$ cat config.mk
export PLATFORM = sky130hd
export DESIGN_NAME = pcg_top
export DESIGN_NICKNAME = d
export VERILOG_FILES = /design/src/hdl/pcg_pkg.sv /design/src/hdl/pcg_wr_if.sv /design/src/hdl/pcg_gate_bank.sv /design/src/hdl/pcg_top.sv
export SDC_FILE = /design/constraint.sdc
export NUM_CORES = 1
export LEC_CHECK = 0
export BUFFER_PORTS_ARGS = -buffer_cell sky130_fd_sc_hd__buf_4
export CAP_MARGIN = 20
export CORE_ASPECT_RATIO = 1.2
export CORE_MARGIN = 5
export CORE_UTILIZATION = 53
export CTS_CLUSTER_DIAMETER = 50
export DETAILED_ROUTE_END_ITERATION = 8
export PLACE_DENSITY = 0.78
export SETUP_SLACK_MARGIN = 0.2
export SYNTH_ARGS = -nofsm -noshare
export SYNTH_HDL_FRONTEND = slang
export SYNTH_HIERARCHICAL = 1
export SYNTH_SLANG_ARGS = --single-unit
$ cat constraint.sdc
create_clock -name clk_sys_i -period 2.6 [get_ports clk_sys_i]
set_input_delay 0.39 -clock clk_sys_i [delete_from_list [all_inputs] [get_ports clk_sys_i]]
set_output_delay 0.39 -clock clk_sys_i [all_outputs]
set_load 0.005 [all_outputs]
$ cat src/hdl/pcg_pkg.sv
// Package: register map, field layout and constants of the clock gate bank
// How it works
// - With one-time lock set, write-lock cannot be cleared once set.
// - While write-lock is set, unlock and protected register writes are refused; here a lock word write of zero still clears it unless one-time lock engaged.
// - After one-time lock engages, only a device reset clears write-lock.
// - Offsets 0x4, 0x8, 0xC clear, set or invert the written one bits.
// - Unimplemented gate bits read zero and ignore writes.
// - Comparators three, two, one gate at bits 2, 1, 0 of register two.
// - Compare units five to one gate at bits 20 down to 16.
// - Capture units five to one gate at bits 4 down to 0.
// - Calendar bit 0, reference clock out bit 1, parallel port bit 16.
// - Gate bit one stops the module clock; zero, the default, runs it.
// - Locked gate register writes answer OKAY but change nothing.
// - Gated modules ignore control writes; their reads are undefined.
package pcg_pkg;
  // ---------------------------------------------------------------
  // Register map
  // ---------------------------------------------------------------
  localparam int PCG_ADDR_W = 16;
  localparam logic [15:0] PCG_OFS_ANALOG = 16'hf240;
  localparam logic [15:0] PCG_OFS_COMP = 16'hf250;
  localparam logic [15:0] PCG_OFS_CAPCMP = 16'hf260;
  localparam logic [15:0] PCG_OFS_TIMERS = 16'hf270;
  localparam logic [15:0] PCG_OFS_SERIAL = 16'hf280;
  localparam logic [15:0] PCG_OFS_MISC = 16'hf290;
  localparam logic [15:0] PCG_OFS_LOCK = 16'hf2a0;
  localparam logic [3:0] PCG_ALIAS_PLAIN = 4'h0;
  localparam logic [3:0] PCG_ALIAS_CLR = 4'h4;
  localparam logic [3:0] PCG_ALIAS_SET = 4'h8;
  localparam logic [3:0] PCG_ALIAS_INV = 4'hc;
  localparam int PCG_NREG = 6;
  // ---------------------------------------------------------------
  // Field layout: implemented bit masks
  // ---------------------------------------------------------------
  localparam logic [31:0] PCG_MASK_ANALOG = 32'h0000_1101;
  localparam logic [31:0] PCG_MASK_COMP = 32'h0000_0007;
  localparam logic [31:0] PCG_MASK_CAPCMP = 32'h001f_001f;
  localparam logic [31:0] PCG_MASK_TIMERS = 32'h0000_001f;
  localparam logic [31:0] PCG_MASK_SERIAL = 32'h0003_0303;
  localparam logic [31:0] PCG_MASK_MISC = 32'h0001_0003;
  localparam int PCG_LOCK_BIT = 0;
  localparam int PCG_ONE_TIME_BIT = 1;
  localparam logic [31:0] PCG_RESET_VAL = 32'h0000_0000;
  // ---------------------------------------------------------------
  // Bus answers
  // ---------------------------------------------------------------
  localparam logic [1:0] PCG_RESP_OKAY = 2'b00;
  localparam logic [1:0] PCG_RESP_SLVERR = 2'b10;
endpackage

$ cat src/hdl/pcg_wr_if.sv
// Interface: accepted register write from the bus slave to the bank
`timescale 1ns/10ps
interface pcg_wr_if;
  logic strobe;
  logic [15:0] addr;
  logic [31:0] data;
  logic [3:0] strb;
  modport master (output strobe, output addr, output data, output strb);
  modport bank (input strobe, input addr, input data, input strb);
endinterface

$ cat src/hdl/pcg_gate_bank.sv
// Gate register bank: six masked registers with alias writes and lock
`timescale 1ns/10ps
module pcg_gate_bank
  import pcg_pkg::*;
(
  // Clock and reset
  input wire logic clk_sys_i,
  input wire logic rst_n_i,
  // Write port
  pcg_wr_if.bank wr,
  input wire logic locked_i,
  // Register contents
  output logic [31:0] regs_o [PCG_NREG]
);
  import pcg_pkg::*;

  // ---------------------------------------------------------------
  // Alias write arithmetic
  // ---------------------------------------------------------------
  function automatic logic [31:0] pcg_apply(input logic [31:0] cur, input logic [31:0] wd,
                                           input logic [3:0] al, input logic [31:0] msk);
    logic [31:0] nv;
    nv = cur;
    case (al)
      PCG_ALIAS_PLAIN: nv = wd;
      PCG_ALIAS_CLR: nv = cur & ~wd;
      PCG_ALIAS_SET: nv = cur | wd;
      PCG_ALIAS_INV: nv = cur ^ wd;
      default: nv = cur;
    endcase
    return nv & msk;
  endfunction

  localparam logic [31:0] MASKS [PCG_NREG] = '{PCG_MASK_ANALOG, PCG_MASK_COMP,
    PCG_MASK_CAPCMP, PCG_MASK_TIMERS, PCG_MASK_SERIAL, PCG_MASK_MISC};
  localparam logic [15:0] BASES [PCG_NREG] = '{PCG_OFS_ANALOG, PCG_OFS_COMP,
    PCG_OFS_CAPCMP, PCG_OFS_TIMERS, PCG_OFS_SERIAL, PCG_OFS_MISC};

  wire logic [31:0] byte_mask = {{8{wr.strb[3]}}, {8{wr.strb[2]}}, {8{wr.strb[1]}},
                                 {8{wr.strb[0]}}};

  // Each register sees only writes to its own 16 byte window
  for (genvar g = 0; g < PCG_NREG; g++)
  begin : g_reg
    wire logic hit = wr.strobe && !locked_i && (wr.addr[15:4] == BASES[g][15:4]);
    wire logic [31:0] wd = wr.data & byte_mask;
    wire logic [31:0] keep = regs_o[g] & ~byte_mask;
    wire logic [31:0] applied = pcg_apply(regs_o[g], wd, wr.addr[3:0], MASKS[g]);
    // Plain writes keep bytes not strobed; alias writes use zero there
    wire logic [31:0] next_val = (wr.addr[3:0] == PCG_ALIAS_PLAIN) ?
                                 ((applied | keep) & MASKS[g]) : applied;
    always_ff @(posedge clk_sys_i or negedge rst_n_i)
    begin
      if (!rst_n_i)
        regs_o[g] <= PCG_RESET_VAL;
      else if (hit)
        regs_o[g] <= next_val;
    end
  end
endmodule

$ cat src/hdl/pcg_top.sv
// Top: AXI4-Lite slave, write lock and per-module clock gate outputs
`timescale 1ns/10ps
module pcg_top
  import pcg_pkg::*;
(
  // Clock and reset
  input wire logic clk_sys_i,
  input wire logic rst_n_i,
  // One-time lock configuration strap
  input wire logic gate_lock_one_time_i,
  // AXI4-Lite write address and data
  input wire logic [PCG_ADDR_W-1:0] s_axi_awaddr_i,
  input wire logic s_axi_awvalid_i,
  output logic s_axi_awready_o,
  input wire logic [31:0] s_axi_wdata_i,
  input wire logic [3:0] s_axi_wstrb_i,
  input wire logic s_axi_wvalid_i,
  output logic s_axi_wready_o,
  // AXI4-Lite write response
  output logic [1:0] s_axi_bresp_o,
  output logic s_axi_bvalid_o,
  input wire logic s_axi_bready_i,
  // AXI4-Lite read
  input wire logic [PCG_ADDR_W-1:0] s_axi_araddr_i,
  input wire logic s_axi_arvalid_i,
  output logic s_axi_arready_o,
  output logic [31:0] s_axi_rdata_o,
  output logic [1:0] s_axi_rresp_o,
  output logic s_axi_rvalid_o,
  input wire logic s_axi_rready_i,
  // Clock gate outputs, high stops the module clocks
  output logic [2:0] analog_gate_o,
  output logic [2:0] comparator_gate_o,
  output logic [4:0] capture_gate_o,
  output logic [4:0] compare_gate_o,
  output logic [4:0] timer_gate_o,
  output logic [1:0] async_serial_gate_o,
  output logic [1:0] sync_serial_gate_o,
  output logic [1:0] i2c_gate_o,
  output logic calendar_gate_o,
  output logic ref_clock_out_gate_o,
  output logic parallel_port_gate_o,
  // Lock state
  output logic gate_write_lock_o
);
  import pcg_pkg::*;

  // ---------------------------------------------------------------
  // Strap capture
  // ---------------------------------------------------------------
  logic strap_meta;
  logic strap_sync;
  logic one_time;
  logic gate_write_lock;
  logic lock_seen;

  // Strap is external, so it crosses two flops before use
  always_ff @(posedge clk_sys_i or negedge rst_n_i)
  begin
    if (!rst_n_i)
    begin
      strap_meta <= 1'b0;
      strap_sync <= 1'b0;
    end
    else
    begin
      strap_meta <= gate_lock_one_time_i;
      strap_sync <= strap_meta;
    end
  end

  // Latch the strap once it has crossed both sync flops; taking it earlier
  // would only ever see the reset value of the synchroniser
  logic strap_taken;
  logic [1:0] strap_age;
  always_ff @(posedge clk_sys_i or negedge rst_n_i)
  begin
    if (!rst_n_i)
    begin
      strap_taken <= 1'b0;
      strap_age <= 2'b00;
      one_time <= 1'b0;
    end
    else
    begin
      strap_age <= {strap_age[0], 1'b1};
      if (strap_age[1] && !strap_taken)
      begin
        strap_taken <= 1'b1;
        one_time <= strap_sync;
      end
    end
  end

  // ---------------------------------------------------------------
  // AXI4-Lite write channel
  // ---------------------------------------------------------------
  logic aw_held;
  logic w_held;
  logic [15:0] aw_addr;
  logic [31:0] w_data;
  logic [3:0] w_strb;
  logic [1:0] bresp;
  logic bvalid;

  wire logic aw_take = s_axi_awvalid_i && s_axi_awready_o;
  wire logic w_take = s_axi_wvalid_i && s_axi_wready_o;
  wire logic wr_fire = aw_held && w_held && !bvalid;
  wire logic [15:0] wr_addr = aw_addr;

  assign s_axi_awready_o = !aw_held && !bvalid;
  assign s_axi_wready_o = !w_held && !bvalid;

  // Address and data may arrive in either order
  always_ff @(posedge clk_sys_i or negedge rst_n_i)
  begin
    if (!rst_n_i)
    begin
      aw_held <= 1'b0;
      w_held <= 1'b0;
      aw_addr <= 16'h0000;
      w_data <= 32'h0000_0000;
      w_strb <= 4'h0;
    end
    else
    begin
      if (aw_take)
      begin
        aw_held <= 1'b1;
        aw_addr <= s_axi_awaddr_i;
      end
      else if (wr_fire)
        aw_held <= 1'b0;
      if (w_take)
      begin
        w_held <= 1'b1;
        w_data <= s_axi_wdata_i;
        w_strb <= s_axi_wstrb_i;
      end
      else if (wr_fire)
        w_held <= 1'b0;
    end
  end

  // Decode: bank windows, lock register word, else unmapped
  wire logic wr_in_bank = (wr_addr >= PCG_OFS_ANALOG) && (wr_addr < PCG_OFS_LOCK)
                          && (wr_addr[1:0] == 2'b00);
  wire logic wr_is_lock = (wr_addr == PCG_OFS_LOCK);
  wire logic wr_mapped = wr_in_bank || wr_is_lock;

  // Locked writes still answer OKAY so software sees nothing odd
  always_ff @(posedge clk_sys_i or negedge rst_n_i)
  begin
    if (!rst_n_i)
    begin
      bvalid <= 1'b0;
      bresp <= PCG_RESP_OKAY;
    end
    else if (wr_fire)
    begin
      bvalid <= 1'b1;
      bresp <= wr_mapped ? PCG_RESP_OKAY : PCG_RESP_SLVERR;
    end
    else if (s_axi_bready_i)
      bvalid <= 1'b0;
  end
  assign s_axi_bvalid_o = bvalid;
  assign s_axi_bresp_o = bresp;

  // ---------------------------------------------------------------
  // Write lock
  // ---------------------------------------------------------------
  // The unlock key sequence lives elsewhere; here a direct write of the
  // lock word stands for it. Once set under one-time mode it sticks.
  wire logic lock_wr = wr_fire && wr_is_lock && w_strb[0];
  wire logic lock_clear_refused = one_time && lock_seen;
  wire logic next_lock = lock_wr ?
    (w_data[PCG_LOCK_BIT] || lock_clear_refused) : gate_write_lock;

  always_ff @(posedge clk_sys_i or negedge rst_n_i)
  begin
    if (!rst_n_i)
    begin
      gate_write_lock <= 1'b0;
      lock_seen <= 1'b0;
    end
    else
    begin
      gate_write_lock <= next_lock;
      if (next_lock)
        lock_seen <= 1'b1;
    end
  end
  assign gate_write_lock_o = gate_write_lock;

  // ---------------------------------------------------------------
  // Gate register bank
  // ---------------------------------------------------------------
  pcg_wr_if bank_wr ();
  logic [31:0] regs [PCG_NREG];

  assign bank_wr.strobe = wr_fire && wr_in_bank;
  assign bank_wr.addr = wr_addr;
  assign bank_wr.data = w_data;
  assign bank_wr.strb = w_strb;

  pcg_gate_bank u_bank (
    .clk_sys_i(clk_sys_i),
    .rst_n_i(rst_n_i),
    .wr(bank_wr),
    .locked_i(gate_write_lock),
    .regs_o(regs)
  );

  // ---------------------------------------------------------------
  // AXI4-Lite read channel
  // ---------------------------------------------------------------
  logic rvalid;
  logic [31:0] rdata;
  logic [1:0] rresp;

  assign s_axi_arready_o = !rvalid;
  wire logic ar_take = s_axi_arvalid_i && s_axi_arready_o;
  wire logic [15:0] rd_addr = s_axi_araddr_i;
  wire logic rd_in_bank = (rd_addr >= PCG_OFS_ANALOG) && (rd_addr < PCG_OFS_LOCK)
                          && (rd_addr[1:0] == 2'b00);
  wire logic [2:0] rd_idx = 3'(rd_addr[6:4] - 3'd4);
  // Alias words read back the register value too
  wire logic [31:0] rd_bank = regs[rd_idx];
  wire logic [31:0] rd_lock = {30'h0, one_time, gate_write_lock};
  wire logic rd_mapped = rd_in_bank || (rd_addr == PCG_OFS_LOCK);

  always_ff @(posedge clk_sys_i or negedge rst_n_i)
  begin
    if (!rst_n_i)
    begin
      rvalid <= 1'b0;
      rdata <= 32'h0000_0000;
      rresp <= PCG_RESP_OKAY;
    end
    else if (ar_take)
    begin
      rvalid <= 1'b1;
      rdata <= rd_in_bank ? rd_bank : (rd_mapped ? rd_lock : 32'h0000_0000);
      rresp <= rd_mapped ? PCG_RESP_OKAY : PCG_RESP_SLVERR;
    end
    else if (s_axi_rready_i)
      rvalid <= 1'b0;
  end
  assign s_axi_rvalid_o = rvalid;
  assign s_axi_rdata_o = rdata;
  assign s_axi_rresp_o = rresp;

  // ---------------------------------------------------------------
  // Gate outputs
  // ---------------------------------------------------------------
  // Straight from the bank flops: a high stops the module clocks, and a
  // gated module then ignores its own register writes
  assign analog_gate_o = {regs[0][12], regs[0][8], regs[0][0]};
  assign comparator_gate_o = regs[1][2:0];
  assign compare_gate_o = regs[2][20:16];
  assign capture_gate_o = regs[2][4:0];
  assign timer_gate_o = regs[3][4:0];
  assign async_serial_gate_o = regs[4][1:0];
  assign sync_serial_gate_o = regs[4][9:8];
  assign i2c_gate_o = regs[4][17:16];
  assign calendar_gate_o = regs[5][0];
  assign ref_clock_out_gate_o = regs[5][1];
  assign parallel_port_gate_o = regs[5][16];
endmodule

==> results of run 1 <==
## layout make-up
cell class / count / area, um2
fillers: 1451 / 6550
repair buffers: 154 / 1210
flip-flops and latches: 108 / 2700
well taps: 212 / 265
clock inverters: 7 / 68.8
multi-input cells: 697 / 5050
clock buffers: 9 / 225
inverters: 37 / 139
## worst register-to-register path, delay by kind of cell, from the launching register on
kind | cells | cell delay, ns
flip-flops | 1 | 0.38
buffers and inverters | 2 | 0.32
AND/OR/NAND/NOR | 4 | 1.29
AO/OA/AOI/OAI | 3 | 0.35
## per-layer routing
layer	vias up	global-route usage	wire length [um]
met3	23	0.0507	1010
met1	2958	0.252	7670
li1	3060	-	-
met5	-	0	0
met4	0	0.0595	269
met2	126	0.344	9460
## per-stage QoR
step                      utilization  setup slack (ns)
after global routing            0.596            0.0340
after floorplan                     -            0.0711
after global placement          0.571            0.0432
after CTS                       0.592             0.147
final                           0.596             0.153
after detailed placement        0.571           -0.0222
## cell usage in the layout, fill, tap and decap left out, types with 3 or more instances in the layout
| cell type | instances |
|---|---|
| inv_1 | 37 |
| o21ai_0 | 7 |
| and4b_1 | 3 |
| buf_4 | 144 |
| o2bb2ai_1 | 10 |
| o21ai_2 | 8 |
| mux2_2 | 49 |
| buf_6 | 7 |
| nand2_1 | 49 |
| a211oi_1 | 14 |
| a221oi_1 | 10 |
| nand2b_1 | 5 |
| and3_1 | 4 |
| nor2_1 | 42 |
| conb_1 | 165 |
| nor2b_1 | 4 |
| o21ai_1 | 81 |
| a21oi_1 | 59 |
| dfrtp_1 | 107 |
| mux2i_1 | 47 |
| nand4_1 | 8 |
| ha_1 | 60 |
| mux4_2 | 30 |
| clkbuf_16 | 9 |
| inv_8 | 4 |
| o22ai_1 | 3 |
## state kept, by name (all words and copies together) (netlist names)
name / cells
strap_meta: 1
aw_addr: 16
one_time: 1
s_axi_bvalid_o: 1
aw_held: 1
s_axi_rvalid_o: 1
strap_age: 2
bank_wr.strb: 3
strap_taken: 1
bank_wr.data: 13
w_held: 1
s_axi_bresp_o: 1
s_axi_rresp_o: 1
strap_sync: 1
lock_seen: 1
u_bank/regs_o: 30
s_axi_rdata_o: 32
gate_write_lock_o: 1
## repair_timing
action | 4_1_cts | 5_1_grt
pin swaps | 4 | 4
buffers inserted | 3 | 2
gates cloned | 0 | 0
hold buffers | 1 | 0
hold endpoints to repair | 30 | 0
resized for setup | 13 | 24
endpoints found under the setup margin | 30 | 30
## worst max-delay path by stage
stage | endpoint | slack (ns) | cells after the start
2_1_floorplan | u_bank/regs_o[112] | 0.07 | 8
3_3_place_gp | u_bank/regs_o[172] | 0.04 | 8
3_5_place_dp | u_bank/regs_o[160] | -0.02 | 8
4_1_cts | u_bank/regs_o[168] | 0.15 | 8
5_1_grt | u_bank/regs_o[98] | 0.03 | 9
6_report | u_bank/regs_o[32] | 0.15 | 9
## power by group through the flow
stage	sequential (W)	clock [W]	combinational, W
CTS	0.00232	0.00144	0.00250
global placement	0.00234	0	0.00239
floorplan	0.00223	0	0.00210
global route	0.00236	0.00151	0.00285
finish	0.00232	0.00140	0.00252
detailed placement	0.00235	0	0.00247
==> metrics.yaml, run 1 <==
max_slew.worst_pin.slew_ns: 0.711
syn2layout_area_growth_pct: 11.1
layout.nets: 1143
drt-total-wl_um: 18400
hold_viol_final: 0
worstHoldPathCells: 1
hpwl_um: 13400
whs_ns: 0.133
syn_avg_cell_area_um2: 9.73
finalPower_w: 0.00624
drive_gt1_frac: 0.270
cpPeakStageDelay_ns: 0.50
peakVddDrop_v: 0.000627
report.final.slew_viol_count: 0
worstHoldStart: "gate_lock_one_time_i"
cts_sinks: 108
num_antenna_cells: 0
port_buffers: 125
clock_latency_ns: 0.36
p_leak_nw: 4.54
grt_util_all_layers: 0.201
clkPwrFrac: 0.225
reg2reg_to: "u_bank/regs_o[32]"
clk_pin_slew_ns: 0.08
vias: 6167
reg2reg_depth: 9
drc: 0
initial_core_util: 0.536
ctsHtreeMaxLevel: 3
cts_tree: "yes"
start_kind: "flop"
grt_overflow: 0
period_needed_ns: 2.45
fin_cells: 1224
path_cells: "or4b_1 > or4_4 > a21oi_2 > and4b_1 > buf_6 > nand4_1 > buf_6 > o21ai_0 > o21ai_0"
clockRootBuffer: "clkbuf_16"
critPathLaunch: "aw_addr[10]"
status: "complete, no violations"
grt_max_degree: 50
period_share: 0.941
yosysWarnings: 6
hp-class: "primary input to flop"
die_y_um: 150
dieArea_mm2: 0.0191
antenna_found_initial: 0
core_mm2: 0.0162
gp_congestion: 0.810
synth_cells: 894
p_sw_w: 0.00244
critical_path_class: "flop to flop"
tns_ns: 0
cp_max_fo: 12
drtIter0Drc: 264
crit_slowest_cell: "or4b_1"
dp.cells: 1202
grt_pass1_wl_um: 31000
power.density_mw_per_mm2: 646
cts.path.max_buffers: 2
cp_top_family: "simple AND/OR/NAND/NOR gates"
setup_violations: 0
viasPerCell: 5.04
arrival_ns: 2.69
p_comb_frac: 0.404
numCtsBuffers: 9
first_global_vias: 6230
cap_violations: 0
skew_ns: 0.00820
timing.rr.start: "aw_addr[10]"
wl_per_cell_um: 15.0
sw_frac_of_total: 0.390
slew_headroom: 0.526
io_pins: 148
cp.required_ns: 2.84
rrSetupSlack_ns: 0.15
dr.pass1.iters: 4
fmax_ghz: 0.409
p_int_w: 0.00380
rsz0062_at_grt: "true"
pwr-share-seq: 0.371
path_buf_inv: 2
final_area_mm2: 0.00966
synth.cell_area_mm2: 0.00869
endpoint_kind: "flop"
rows: 51
placed_area_mm2: 0.00925
whs_endpoint: "strap_meta"
die_x_um: 127
antenna_left: 0
(Power assumes the default switching activity.)
==> inputs of run 2 (changes only) <==
Settings changed: PLACE_DENSITY 0.78 to 0.89.
==> run 2 against run 1 <==
Against the previous run:
- the flow now finishes with violations (negative setup slack)
- clock skew is 0.0027 ns higher
- cell area is 0.91% higher
- worst hold slack worse by 0.0033 ns
- sequential share of layout area is 0.25 points lower
- non-clock buffer count is 6 higher
- sequential power hardly changed
- register-to-register slack worse by 0.22 ns
- utilization is 0.54 points higher
- flip-flop and latch count stayed put
- critical path type unchanged
- critical endpoint is now u_bank/regs_o[67]
- largest power group unchanged
- highest routed layer unchanged
==> metrics.yaml, run 2 (same netlist as run 1, synthesis figures left out) <==
max_slew.worst_pin.slew_ns: 0.779  # +0.0682 ns
placed_area_mm2: 0.00926  # +0.11%
syn2layout_area_growth_pct: 12.1
io_pins: 148  # unchanged
reg2reg_depth: 10  # +1
drtIter0Drc: 337  # +28%
start_kind: "flop"
violations: "negative setup slack"
grt_util_all_layers: 0.207  # +0.00588
cap_violations: 0  # unchanged
initial_core_util: 0.536  # unchanged
dp.cells: 1205  # +0.25%
period_share: 1.03  # +0.0864
hold_viol_final: 0  # unchanged
clock_latency_ns: 0.37  # about the same
grt_max_degree: 51  # +2.0%
critical_path_class: "flop to flop"
clk_pin_slew_ns: 0.07  # about the same
power.density_mw_per_mm2: 660  # +2.2%
status: "finished, violations left"
pwr-share-seq: 0.362  # -0.009
worstHoldPathCells: 1  # unchanged
drive_gt1_frac: 0.281  # +0.0112
grt_overflow: 0  # unchanged
rrSetupSlack_ns: -0.07  # -0.22 ns
fmax_ghz: 0.374  # -8.4%
rows: 51  # unchanged
slew_headroom: 0.481  # -0.0454
p_int_w: 0.00396  # +4.0%
nFillCells: 1373  # -5.4%
worstHoldStart: "gate_lock_one_time_i"
numCtsBuffers: 9  # unchanged
final_common_cell: "conb_1"
setup_violations: 19  # +19
skew_ns: 0.0109  # +0.00274 ns
core_mm2: 0.0162  # unchanged
cts_tree: "yes"
p_leak_nw: 4.58  # +0.71%
drc: 0  # unchanged
clkPwrFrac: 0.233  # +0.008
final_cell_mix: "165 x conb_1, 149 x buf_4, 107 x dfrtp_1"
sw_frac_of_total: 0.385  # -0.00536
antenna_found_initial: 0  # unchanged
reg2reg_to: "u_bank/regs_o[67]"
rsz0062_at_grt: "true"
largest_register_ffs: 32  # unchanged
arrival_ns: 2.91  # +0.22 ns
endpoint_kind: "flop"
gp_congestion: 0.844  # +4.2%
cp_max_fo: 5  # -7
die_x_um: 127  # unchanged
layout.nets: 1149  # +0.52%
num_antenna_cells: 0  # unchanged
final_area_mm2: 0.00975  # +0.91%
hp-class: "primary input to flop"
antenna_left: 0  # unchanged
whs_endpoint: "strap_meta"
grt_pass1_wl_um: 31800  # +2.5%
period_needed_ns: 2.67  # +0.225 ns
dr.pass1.iters: 5  # +1
die_y_um: 150  # unchanged
cts.path.max_buffers: 2  # unchanged
p_sw_w: 0.00248  # +1.7%
first_global_vias: 6434  # +3.3%
clockRootBuffer: "clkbuf_16"
ctsHtreeMaxLevel: 3  # unchanged
hpwl_um: 14100  # +5.1%
timing.final.ws_setup_ns: -0.0718  # -0.225 ns
report.final.slew_viol_count: 0  # unchanged
highest_layer: "met4"
wl_met1_um: 7790  # +1.5%
wl_met3_um: 1230  # +22%
peakVddDrop_v: 0.000775  # +24%
viasPerCell: 5.25  # +4.2%
drt-total-wl_um: 19700  # +6.9%
dieArea_mm2: 0.0191  # unchanged
wl_per_cell_um: 16.0  # +6.4%
port_buffers: 125  # unchanged
cp.required_ns: 2.84  # about the same
timing.rr.start: "aw_addr[10]"
dr_wl_met2_um: 10300  # +8.6%
fin_cells: 1230  # +0.49%
fin_util: 0.602  # +0.00540
vias: 6458  # +4.7%
cts_sinks: 108  # unchanged
p_comb_frac: 0.405  # about the same
run 2: changes by cell type in the layout (fill, tap and decap cells not counted), sizes merged:
cell	before	now
clkbuf	9	11
clkinvlp	2	1
clkinv	1	0
inv	41	40
bufinv	0	1
buf	153	159
run 2: power by group through the flow:
stage                     Sequential (W)  Combinational (W)  Clock, W
after CTS                        0.00232            0.00254   0.00152
final                            0.00233            0.00261   0.00150
after floorplan                  0.00223            0.00210         0
after global routing             0.00237            0.00287   0.00158
after global placement           0.00232            0.00237         0
after detailed placement         0.00234            0.00251         0
run 2: timing repair:
item / in CTS / in global routing
setup buffers: 5 / 3
hold buffers: 1 / 0
endpoints found under the hold margin: 29 / 0
gates resized for setup: 37 / 11
endpoints found under the setup margin: 30 / 30
pin swaps: 3 / 6
run 2: worst max path at each step:
stage / from / end / slack, ns
floorplan: aw_addr[10] / u_bank/regs_o[112] / 0.07
global placement: aw_addr[10] / u_bank/regs_o[172] / 0.02
detailed placement: aw_addr[10] / u_bank/regs_o[0] / -0.07
CTS: aw_addr[10] / u_bank/regs_o[0] / -0.006
global route: aw_addr[10] / u_bank/regs_o[128] / -0.12
finish: aw_addr[10] / u_bank/regs_o[67] / -0.07
run 2: per-layer routing:
metal	up-vias	track usage
met5	-	0
met4	0	0.0649
met3	33	0.0476
met2	181	0.374
met1	3165	0.244
li1	3079	-
run 2: final cells by class:
| type | count | area, um2 | area share |
|---|---|---|---|
| inverters | 37 | 139 | 0.0142 |
| multi-input cells | 697 | 5070 | 0.520 |
| flip-flops and latches | 108 | 2700 | 0.277 |
| repair buffers | 160 | 1250 | 0.128 |
| well taps | 212 | 265 | 0.0272 |
| clock inverters | 5 | 66.3 | 0.00680 |
| clock buffers | 11 | 253 | 0.0259 |
run 2: worst max-delay path, stage by stage (launching register included):
cell and delay [ns]:
dfrtp_1 0.38, or4b_1 0.52, or4_4 0.53, a21oi_2 0.11, and4b_2 0.29, buf_6 0.12
buf_6 0.09, nand4_1 0.11, buf_6 0.19, o21ai_2 0.12, o21ai_1 0.08
run 2: through the flow:
step	power, W	TNS [ns]	hold slack (ns)	setup WS [ns]
after CTS	0.00637	-0.00601	0.125	-0.00601
final	0.00643	-0.573	0.130	-0.0718
after floorplan	0.00433	0	0.0944	0.0711
after detailed placement	0.00484	-0.289	0.337	-0.0720
after global placement	0.00469	0	0.333	0.0244
after global routing	0.00681	-2.04	0.124	-0.122
